## src/inc/oss_pkg.sv

```systemverilog
// Shared types and constants for the power-on oscillator source selection
package oss_pkg;

  ////////////////////////////////////////////////////////////////////////////
  // Configuration field encodings
  localparam logic [1:0] PRIM_INTERNAL   = 2'h3;
  localparam logic [1:0] PRIM_HIGH_SPEED = 2'h2;
  localparam logic [1:0] PRIM_MED_SPEED  = 2'h1;
  localparam logic [1:0] PRIM_EXT_CLOCK  = 2'h0;

  localparam logic [2:0] SEL_FRC_POST  = 3'h7;
  localparam logic [2:0] SEL_FRC_DIV16 = 3'h6;
  localparam logic [2:0] SEL_LOW_POWER_RC      = 3'h5;
  localparam logic [2:0] SEL_SECONDARY = 3'h4;
  localparam logic [2:0] SEL_PRIM_PLL  = 3'h3;
  localparam logic [2:0] SEL_PRIM      = 3'h2;
  localparam logic [2:0] SEL_FRC_PLL   = 3'h1;
  localparam logic [2:0] SEL_FRC       = 3'h0;

  // Erased configuration memory reads as all ones
  localparam logic [1:0] PRIM_ERASED = 2'h3;
  localparam logic [2:0] SEL_ERASED  = 3'h7;

  ////////////////////////////////////////////////////////////////////////////
  // Timing: consecutive identical samples needed before the choice is taken
  localparam logic [3:0] SETTLE_COUNT = 4'h4;
  localparam logic [3:0] CNT_ZERO     = 4'h0;
  localparam logic [3:0] CNT_ONE      = 4'h1;

  ////////////////////////////////////////////////////////////////////////////
  // Clock modes
  typedef enum logic [3:0] {
    MODE_FAST_RC_WITH_POSTSCALER = 4'h0,
    MODE_FAST_RC_DIV_SIXTEEN     = 4'h1,
    MODE_LOW_POWER_RC            = 4'h2,
    MODE_SECONDARY_TIMER_OSC     = 4'h3,
    MODE_HIGH_SPEED_CRYSTAL_PLL  = 4'h4,
    MODE_MEDIUM_SPEED_CRYSTAL_PLL = 4'h5,
    MODE_EXTERNAL_CLOCK_PLL      = 4'h6,
    MODE_HIGH_SPEED_CRYSTAL      = 4'h7,
    MODE_MEDIUM_SPEED_CRYSTAL    = 4'h8,
    MODE_EXTERNAL_CLOCK_INPUT    = 4'h9,
    MODE_FAST_RC_PLL             = 4'hA,
    MODE_FAST_RC_PLAIN           = 4'hB
  } oss_mode_t;

  // Configuration as read from nonvolatile memory
  typedef struct packed {
    logic       ready;
    logic       clock_output_enable;
    logic [1:0] primary_drive_config;
    logic [2:0] oscillator_select_field;
  } oss_cfg_t;

  // Decoded clock source selection
  typedef struct packed {
    oss_mode_t  mode;
    logic       fast_rc;
    logic       low_power_rc;
    logic       secondary;
    logic       primary;
    logic       pll_en;
    logic       postscaler_en;
    logic       div_sixteen_en;
    logic [1:0] drive;
    logic       pin_two_clock_out;
    logic       pin_two_oscillator;
  } oss_sel_t;

  // Selection held from reset until a valid configuration is latched
  localparam oss_sel_t SEL_RESET = '{
    mode:               MODE_FAST_RC_WITH_POSTSCALER,
    fast_rc:            1'b1,
    low_power_rc:       1'b0,
    secondary:          1'b0,
    primary:            1'b0,
    pll_en:             1'b0,
    postscaler_en:      1'b1,
    div_sixteen_en:     1'b0,
    drive:              PRIM_INTERNAL,
    pin_two_clock_out:  1'b0,
    pin_two_oscillator: 1'b0
  };

  localparam logic [5:0] SAMPLE_RESET = {1'b0, PRIM_ERASED, SEL_ERASED};

endpackage : oss_pkg

```

## src/rtl/oss_source_select.sv

```systemverilog
// Power-on clock source selection: samples configuration until four reads agree, then holds it
`timescale 1ns/100ps
module oss_source_select (
  input  wire logic            CLK,
  input  wire logic            RST_N,
  input  wire oss_pkg::oss_cfg_t CFG,
  output oss_pkg::oss_sel_t    SEL,
  output logic                 LOCKED,
  output logic                 CFG_INVALID
);

  ////////////////////////////////////////////////////////////////////////////
  // Types
  typedef enum logic [2:0] {
    ST_WAIT_READY = 3'h1,
    ST_SETTLE     = 3'h2,
    ST_LOCKED     = 3'h4
  } oss_state_t;

  typedef struct packed {
    oss_state_t         st;
    logic [3:0]         cnt;
    logic [5:0]         sample;
    oss_pkg::oss_sel_t  sel;
    logic               locked;
    logic               invalid;
  } oss_regs_t;

  localparam oss_regs_t REGS_RESET = '{
    st:      ST_WAIT_READY,
    cnt:     oss_pkg::CNT_ZERO,
    sample:  oss_pkg::SAMPLE_RESET,
    sel:     oss_pkg::SEL_RESET,
    locked:  1'b0,
    invalid: 1'b0
  };

  ////////////////////////////////////////////////////////////////////////////
  // Decode of the live configuration
  oss_pkg::oss_sel_t dec_sel;
  logic              dec_invalid;
  logic [5:0]        live;

  assign live = {CFG.clock_output_enable, CFG.primary_drive_config,
                 CFG.oscillator_select_field};

  oss_decode u_decode (
    .primary_drive_config    (CFG.primary_drive_config),
    .oscillator_select_field (CFG.oscillator_select_field),
    .clock_output_enable     (CFG.clock_output_enable),
    .sel                     (dec_sel),
    .invalid                 (dec_invalid)
  );

  ////////////////////////////////////////////////////////////////////////////
  // State
  oss_regs_t r_q;
  oss_regs_t r_d;

  // Sampling waits for a stable read, so a memory still powering up cannot
  // leave a half-read field behind; the cost is a few cycles on the default
  always_comb begin
    r_d = r_q;
    unique case (r_q.st)
      ST_WAIT_READY: begin
        if (CFG.ready) begin
          r_d.st     = ST_SETTLE;
          r_d.sample = live;
          r_d.cnt    = oss_pkg::CNT_ONE;
        end
      end
      ST_SETTLE: begin
        if (!CFG.ready) begin
          r_d.st  = ST_WAIT_READY;
          r_d.cnt = oss_pkg::CNT_ZERO;
        end else if (live != r_q.sample) begin
          r_d.sample = live;
          r_d.cnt    = oss_pkg::CNT_ONE;
        end else if (r_q.cnt == oss_pkg::SETTLE_COUNT - oss_pkg::CNT_ONE) begin
          r_d.st      = ST_LOCKED;
          r_d.cnt     = oss_pkg::CNT_ZERO;
          r_d.sel     = dec_sel;
          r_d.invalid = dec_invalid;
          r_d.locked  = 1'b1;
        end else begin
          r_d.cnt = r_q.cnt + oss_pkg::CNT_ONE;
        end
      end
      ST_LOCKED: begin
        // Held until the next power-on reset; later memory contents ignored
        r_d = r_q;
      end
    endcase
  end

  always_ff @(posedge CLK or negedge RST_N) begin
    if (!RST_N) begin
      r_q <= REGS_RESET;
    end else begin
      r_q <= r_d;
    end
  end

  ////////////////////////////////////////////////////////////////////////////
  // Outputs straight from the state flops
  assign SEL         = r_q.sel;
  assign LOCKED      = r_q.locked;
  assign CFG_INVALID = r_q.invalid;

endmodule : oss_source_select

```

## src/rtl/oss_decode.sv

```systemverilog
// Combinational decoder from configuration fields to a clock source choice
`timescale 1ns/100ps
module oss_decode (
  input  wire logic [1:0]      primary_drive_config,
  input  wire logic [2:0]      oscillator_select_field,
  input  wire logic            clock_output_enable,
  output oss_pkg::oss_sel_t    sel,
  output logic                 invalid
);

  ////////////////////////////////////////////////////////////////////////////
  always_comb begin
    logic internal_prim;
    internal_prim = (primary_drive_config == oss_pkg::PRIM_INTERNAL);
    sel           = oss_pkg::SEL_RESET;
    invalid       = 1'b0;
    sel.fast_rc       = 1'b0;
    sel.postscaler_en = 1'b0;
    unique case (oscillator_select_field)
      oss_pkg::SEL_FRC_POST: begin
        sel.mode          = oss_pkg::MODE_FAST_RC_WITH_POSTSCALER;
        sel.fast_rc       = 1'b1;
        sel.postscaler_en = 1'b1;
      end
      oss_pkg::SEL_FRC_DIV16: begin
        sel.mode           = oss_pkg::MODE_FAST_RC_DIV_SIXTEEN;
        sel.fast_rc        = 1'b1;
        sel.div_sixteen_en = 1'b1;
      end
      oss_pkg::SEL_LOW_POWER_RC: begin
        sel.mode         = oss_pkg::MODE_LOW_POWER_RC;
        sel.low_power_rc = 1'b1;
      end
      oss_pkg::SEL_SECONDARY: begin
        sel.mode      = oss_pkg::MODE_SECONDARY_TIMER_OSC;
        sel.secondary = 1'b1;
      end
      oss_pkg::SEL_PRIM_PLL, oss_pkg::SEL_PRIM: begin
        sel.primary = 1'b1;
        sel.drive   = primary_drive_config;
        sel.pll_en  = (oscillator_select_field == oss_pkg::SEL_PRIM_PLL);
        sel.pin_two_oscillator = 1'b1;
        unique case (primary_drive_config)
          oss_pkg::PRIM_HIGH_SPEED:
            sel.mode = sel.pll_en ? oss_pkg::MODE_HIGH_SPEED_CRYSTAL_PLL
                                  : oss_pkg::MODE_HIGH_SPEED_CRYSTAL;
          oss_pkg::PRIM_MED_SPEED:
            sel.mode = sel.pll_en ? oss_pkg::MODE_MEDIUM_SPEED_CRYSTAL_PLL
                                  : oss_pkg::MODE_MEDIUM_SPEED_CRYSTAL;
          oss_pkg::PRIM_EXT_CLOCK:
            sel.mode = sel.pll_en ? oss_pkg::MODE_EXTERNAL_CLOCK_PLL
                                  : oss_pkg::MODE_EXTERNAL_CLOCK_INPUT;
          oss_pkg::PRIM_INTERNAL:
            invalid = 1'b1;
        endcase
      end
      oss_pkg::SEL_FRC_PLL: begin
        sel.mode    = oss_pkg::MODE_FAST_RC_PLL;
        sel.fast_rc = 1'b1;
        sel.pll_en  = 1'b1;
      end
      oss_pkg::SEL_FRC: begin
        sel.mode    = oss_pkg::MODE_FAST_RC_PLAIN;
        sel.fast_rc = 1'b1;
      end
    endcase
    // Internal and secondary choices need the primary field left at internal
    if (!sel.primary && !internal_prim) begin
      invalid = 1'b1;
    end
    // Illegal pairs fall back to the erased default, a source that always runs
    if (invalid) begin
      sel = oss_pkg::SEL_RESET;
    end
    // Pin two follows its own enable bit whenever the primary is not in use
    if (!sel.primary) begin
      sel.pin_two_clock_out = clock_output_enable;
    end
  end

endmodule : oss_decode

```

## config.mk

```make
export PLATFORM = sky130hd
export DESIGN_NAME = oss_source_select
export DESIGN_NICKNAME = d
export VERILOG_FILES = /design/src/inc/oss_pkg.sv /design/src/rtl/oss_source_select.sv /design/src/rtl/oss_decode.sv
export SDC_FILE = /design/constraint.sdc
export NUM_CORES = 1
export LEC_CHECK = 0
export ABC_AREA = 1
export BUFFER_PORTS_ARGS = -buffer_cell sky130_fd_sc_hd__buf_2
export CAP_MARGIN = 10
export CORE_UTILIZATION = 55
export DETAILED_ROUTE_END_ITERATION = 7
export PLACE_DENSITY = 0.74
export SYNTH_ARGS = -nofsm -noshare
export SYNTH_HDL_FRONTEND = slang
export SYNTH_SLANG_ARGS = --single-unit
```

## constraint.sdc

```tcl
create_clock -name CLK -period 2.1 [get_ports CLK]
set_input_delay 0.105 -clock CLK [delete_from_list [all_inputs] [get_ports CLK]]
set_output_delay 0.105 -clock CLK [all_outputs]
set_load 0.02 [all_outputs]
```

Word level (Yosys, flattened, before mapping)
Index checks and enable logic that the tools add are counted.
Widths: inputs -> output; s select.
{"block": "word_totals", "regBits": 30, "inputBits": 9, "elab_cells": 79, "output_inout_bits": 17}
{"block": "op_classes", "muxes": 29, "n_reduce_logical": 11, "n_eq_ne": 20, "add_sub_neg": 1, "bitwise": 2}
{"op": "$mux 17", "count": 2}
{"op": "$pmux 4 s7", "count": 1}
{"op": "$pmux 13 s2", "count": 1}
{"op": "$mux 23", "count": 1}
{"op": "$mux 4", "count": 4}
{"op": "$eq 3x3->1 const B", "count": 5}
{"op": "$mux 15", "count": 1}
{"op": "$mux 13", "count": 1}
{"op": "$pmux 4 s3", "count": 1}
{"op": "$reduce_and 4->1", "count": 3}
{"op": "$mux 1", "count": 10}
{"op": "$eq 3x2->1 const B", "count": 3}
{"op": "$mux 7", "count": 1}
{"op": "$eq 3x1->1 const B", "count": 2}
{"op": "$mux 3", "count": 2}
{"op": "$mux 6", "count": 1}
{"op": "$ne 2x2->1 const B", "count": 3}
{"op": "$ne 3x3->1 const B", "count": 2}
{"op": "$ne 6x6->1", "count": 1}
{"op": "$add 4x1->4 const B", "count": 1}
{"op": "$eq 2x2->1 const B", "count": 2}
{"op": "$eq 4x2->1 const B", "count": 1}
{"op": "$mux 2", "count": 2}
{"op": "$reduce_or 4->1", "count": 1}
{"op": "9 further kinds", "count": 11}

Depth between registers and ports, before layout
{"block": "depth", "ltp_word": 12, "ltp_mapped": 11, "depth_no_buf": 9}

Hierarchy
A second synthesis with hierarchy kept.
{"block": "hier_totals", "cells_unflattened": 254, "hier_area_um2": 1975.6}
{"mod": "oss_source_select", "cells_per_inst": 205, "n_inst": 1, "seq_area_each_um2": 763.2, "area_per_inst_um2": 1681.6}
{"mod": "oss_decode", "cells_per_inst": 49, "n_inst": 1, "seq_area_each_um2": 0.0, "area_per_inst_um2": 294.0}

Least setup slack after synthesis
Ideal clock, no wire load.
{"block": "synth_timing", "path_type": "register to register", "startpoint": "register r_q[19] (netlist name)", "endpoint": "register r_q, in the netlist SEL[8]", "setup_time_ns": 0.117, "arrival_time_ns": 1.310, "stages_incl_launch_ff": 11, "synth_period_minus_slack_ns": 1.427, "required_ns": 1.983, "n_path_buf": 1, "slack_ns": 0.673, "path_cell_list": "dfstp_2 -> inv_1 -> nand2_1 -> nand2_2 -> nor2_2 -> nand3_4 -> nor2_4 -> nand2_2 -> buf_6 -> nand2_1 -> nand2_1"}
{"block": "synth_between", "elab_chain_cells": 3}
{"item": "start, declared", "line": "oss_source_select.sv:57", "text": "oss_regs_t r_q;"}
{"item": "start signal, assigned", "line": "oss_source_select.sv:100", "text": "r_q <= r_d;"}
{"item": "$ne 6x6->1", "line": "oss_source_select.sv:76", "text": "end else if (live != r_q.sample) begin"}
{"item": "$not 1->1 (no line)"}
{"item": "$reduce_and 4->1 (no line)"}
No other way between the ends.
A chain may end at the register's enable or synchronous reset.

Worst setup path in the final report
{"block": "layout_timing", "startpoint": "register r_q[27] (netlist name)", "endpoint": "register r_q[22] (netlist name)"}
{"block": "layout_between", "elab_chain_cells": 3, "elab_cells_between_ends": 9, "classes_between": "6 x eq/ne; 1 x mux; 1 x bitwise; 1 x reduce/logical"}
{"item": "$eq 3x2->1, or another cell as far along", "line": "oss_source_select.sv:64", "text": "unique case (r_q.st)"}
{"item": "$ne 2x2->1 (no line) / $not 1->1 (equally long branches)"}
{"item": "$reduce_and 4->1 (no line)"}
Several ways; a longest one is shown, not always the timed one.

==> results.tsv <==
stage	metric	value	unit
logic_synthesis	Synth Flop Type	dfrtp_1	
global_route	vias in the first global route	1337	
critical_path	CP max FO	8	
timing	Rel. slew slack	57.9	%
placement	gpl congestion	0.851	
logic_synthesis	top cells by area, synth	dfrtp_1 27%, nand2_1 19%, dfstp_2 15%	
critical_path	Worst setup EP type	register	
worst_hold_path	Hold Startpoint	CFG[5]	
clock_tree	CTS buffer count	5	
logic_synthesis	Synth Area per Inst	7.40	µm²
run	Max Cap Viol	0	
logic_synthesis	number of synthesis warnings	0	
placement	Detail Placement HPWL	2400	µm
clock_tree	post-CTS setup buffers	0	
critical_path	Startpoint Class	register	
logic_synthesis	count leader, synth	nand2_1	
global_route	all-layer global routing usage	22.2	%
critical_path	endpoint of the worst-slack reg-to-reg timing path	r_q[22]$_DFFE_PN0P_	
timing	Setup violations, final	0	
timing	Fin Clk Skew	0.00582	ns
critical_path	reg2reg start	r_q[27]$_DFFE_PN1P_	
logic_synthesis	Synth Register Bits	29	
pwr	Pwr Density	808	nW/µm²
finish	area grow syn2layout	6.89	%
critical_path	CP startpoint	r_q[27]$_DFFE_PN1P_	
timing	fin crit share	77.5	%
logic_synthesis	synth unique cells	23	
finish	ANT cells	0	
placement	Port Buffer Count	25	
die	num rows	20	
drt	Residual DRC	0	
logic_synthesis	Net Count, Synth	251	
drt	DRT iter0 DRCs	79	
logic_synthesis	Syn Inst Count	238	
timing	min Tclk post-route	1.63	ns
critical_path	Worst EP arrival	1.85	ns
clock_tree	cts repair resizes	0	
critical_path	Crit Path Class	reg -> reg	
drt	drt pass-1 iters	4	
logic_synthesis	Yosys top cell by area	dfrtp_1	
timing	Max Transition Viols Final	0	
global_route	maximum number of pins on one net before global-route repair	30	
pwr	Max IR drop VDD	0.000607	V
critical_path	Critical Path RT	2.32	ns
clock_tree	clk sinks	29	
global_route	first-pass GRT wire length	5690	µm
drt	Post-Route WL	3300	µm
finish	layout cells sized above 1	24.1	%
logic_synthesis	commonest cells in the synthesized netlist	89 x nand2_1, 23 x inv_1, 19 x dfrtp_1, 17 x nand3_1, 16 x buf_4	
global_route	initial antenna violation count	0	
logic_synthesis	area fraction of the dominant cell type after synthesis	27.0	%
clock_tree	clk slew on worst S/H paths	0.09	ns
die	core area	3050	µm²
timing	Final Hold Vio Count	0	
clock_tree	clk buf depth	2	
drt	Wirelength per Cell	11.1	µm
logic_synthesis	Netlist Area Pre-Place	1760	µm²
die	Die W	58.6	µm
finish	Nets	265	
die	die height	58.6	µm
drt	post-route ant nets	0	
critical_path	crit path capture	r_q[22]$_DFFE_PN0P_	
timing	Max Fclk	0.615	GHz
logic_synthesis	ys async rst share	100	%
outcome	status	finished, final reports clean	
timing	Tightest Pin Transition	0.631	ns
pwr	Final Power	1.52	mW
logic_synthesis	EDFF count, synth	0	
critical_path	r2r setup slk	0.47	ns
global_route	GRT overflow	0	
clock_tree	H-tree levels	2	
die	DIE AREA	3430	µm²
pwr	leakage power total	1.04	nW
clock_tree	CTS tree	done	
die	IO Pins	26	
drt	Via Count	1442	
die	Starting Density	57.7	%
worst_hold_path	Hold WC Path Type	in -> reg	
timing	total negative setup slack	0	ns
drt	mean number of vias per cell	4.86	
clock_tree	Clock Tree Root	clkbuf_4	
critical_path	Worst R2R Path Depth	9	
clock_tree	later-pin clock latency in the skew report	0.33	ns
timing	RSZ-0062 raised after global routing	false	
logic_synthesis	register area share after synthesis	41.9	%
==> layout by cell type (no fill, tap or decap), drive strengths merged, types with 2 or more instances in the layout <==
master and n:
dfrtp 19, nand3 19, ha 4, nor4 2
xor2 2, a21oi 7, nor2 21, clkbuf 7
inv 28, nand2 94, o21ai 4, buf 25
nand4 7, dfstp 10
==> worst min-delay path by stage <==
stage / endpoint / slack (ns) / depth (start not counted)
floorplan: CFG_INVALID$_DFFE_PN0P_ / -0.19 / 0
global placement: LOCKED$_DFFE_PN0P_ / 0.17 / 1
detailed placement: LOCKED$_DFFE_PN0P_ / 0.16 / 1
CTS: r_q[22]$_DFFE_PN0P_ / 0.002 / 3
global route: r_q[22]$_DFFE_PN0P_ / 0.01 / 3
finish: r_q[22]$_DFFE_PN0P_ / 0.009 / 3
==> layout make-up <==
| cell class | instances | area (µm²) |
|---|---|---|
| clock inverters | 1 | 5.00 |
| inverters | 28 | 105 |
| fillers | 306 | 1170 |
| well taps | 44 | 55.1 |
| flip-flops and latches | 29 | 738 |
| multi-input cells | 162 | 779 |
| repair buffers | 26 | 135 |
| clock buffers | 7 | 65.1 |
==> through the flow <==
| step | std cells | hold WS (ns) | area, µm² | utilization (%) | setup WS, ns |
|---|---|---|---|---|---|
| 6_report | 297 | 0.00882 | 1880 | 61.7 | 0.473 |
| 5_1_grt | 297 | 0.0117 | 1880 | 61.7 | 0.308 |
| 4_1_cts | 297 | 0.00189 | 1880 | 61.7 | 0.494 |
| 3_5_place_dp | 288 | 0.158 | 1800 | 59.1 | 0.423 |
| 3_3_place_gp | 288 | 0.166 | 1800 | 59.1 | 0.409 |
| 2_1_floorplan | 238 | -0.191 | 1760 | - | 0.673 |
==> cell families (layout without fill, tap and decap cells) <==
kind of cell / count (synthesis) / count (layout) / synth area share (%)
simple gates: 144 / 144 / 36.8
buf+inv: 47 / 62 / 13.8
flops: 29 / 29 / 41.9
compound gates: 12 / 12 / 3.62
fa+ha+maj: 4 / 4 / 2.84
xor+xnor: 2 / 2 / 0.994
==> flip-flops by register name (all words and copies together) (netlist names) <==
register     flops
r_q             13
SEL             14
CFG_INVALID      1
LOCKED           1
==> worst max-delay path, stage by stage, from the launching register on <==
cell and delay, ns:
dfstp_2 0.56, inv_1 0.05, o21ai_0 0.13, nand2_1 0.18, inv_1 0.14, nor2_1 0.06
nand2_2 0.14, nand2_2 0.12, nand2_1 0.08, nand2_1 0.05
==> routing by layer <==
metal | wire length (µm) | global-route usage [%] | up-vias | share of wire (%)
met1 | 1540 | 29.2 | 647 | 47
met4 | 42 | 6.12 | 0 | 1.3
met3 | 158 | 5.93 | 6 | 4.8
li1 | - | - | 756 | -
met5 | 0 | 0 | - | 0
met2 | 1550 | 36.1 | 33 | 47
==> power breakdown <==
group | leakage [nW] | total (mW) | internal [mW] | switching (mW)
logic | 0.641 | 0.409 | 0.127 | 0.282
clock network | 0.0413 | 0.384 | 0.194 | 0.190
registers | 0.355 | 0.728 | 0.668 | 0.0605
total | 1.04 | 1.52 | 0.988 | 0.532
==> what timing repair did <==
action / CTS / global route
hold buffers: 1 / 0
endpoints found under the setup margin: 0 / 0
hold endpoints to repair: 19 / 0
Note: power is estimated with default switching activity, not from simulation.
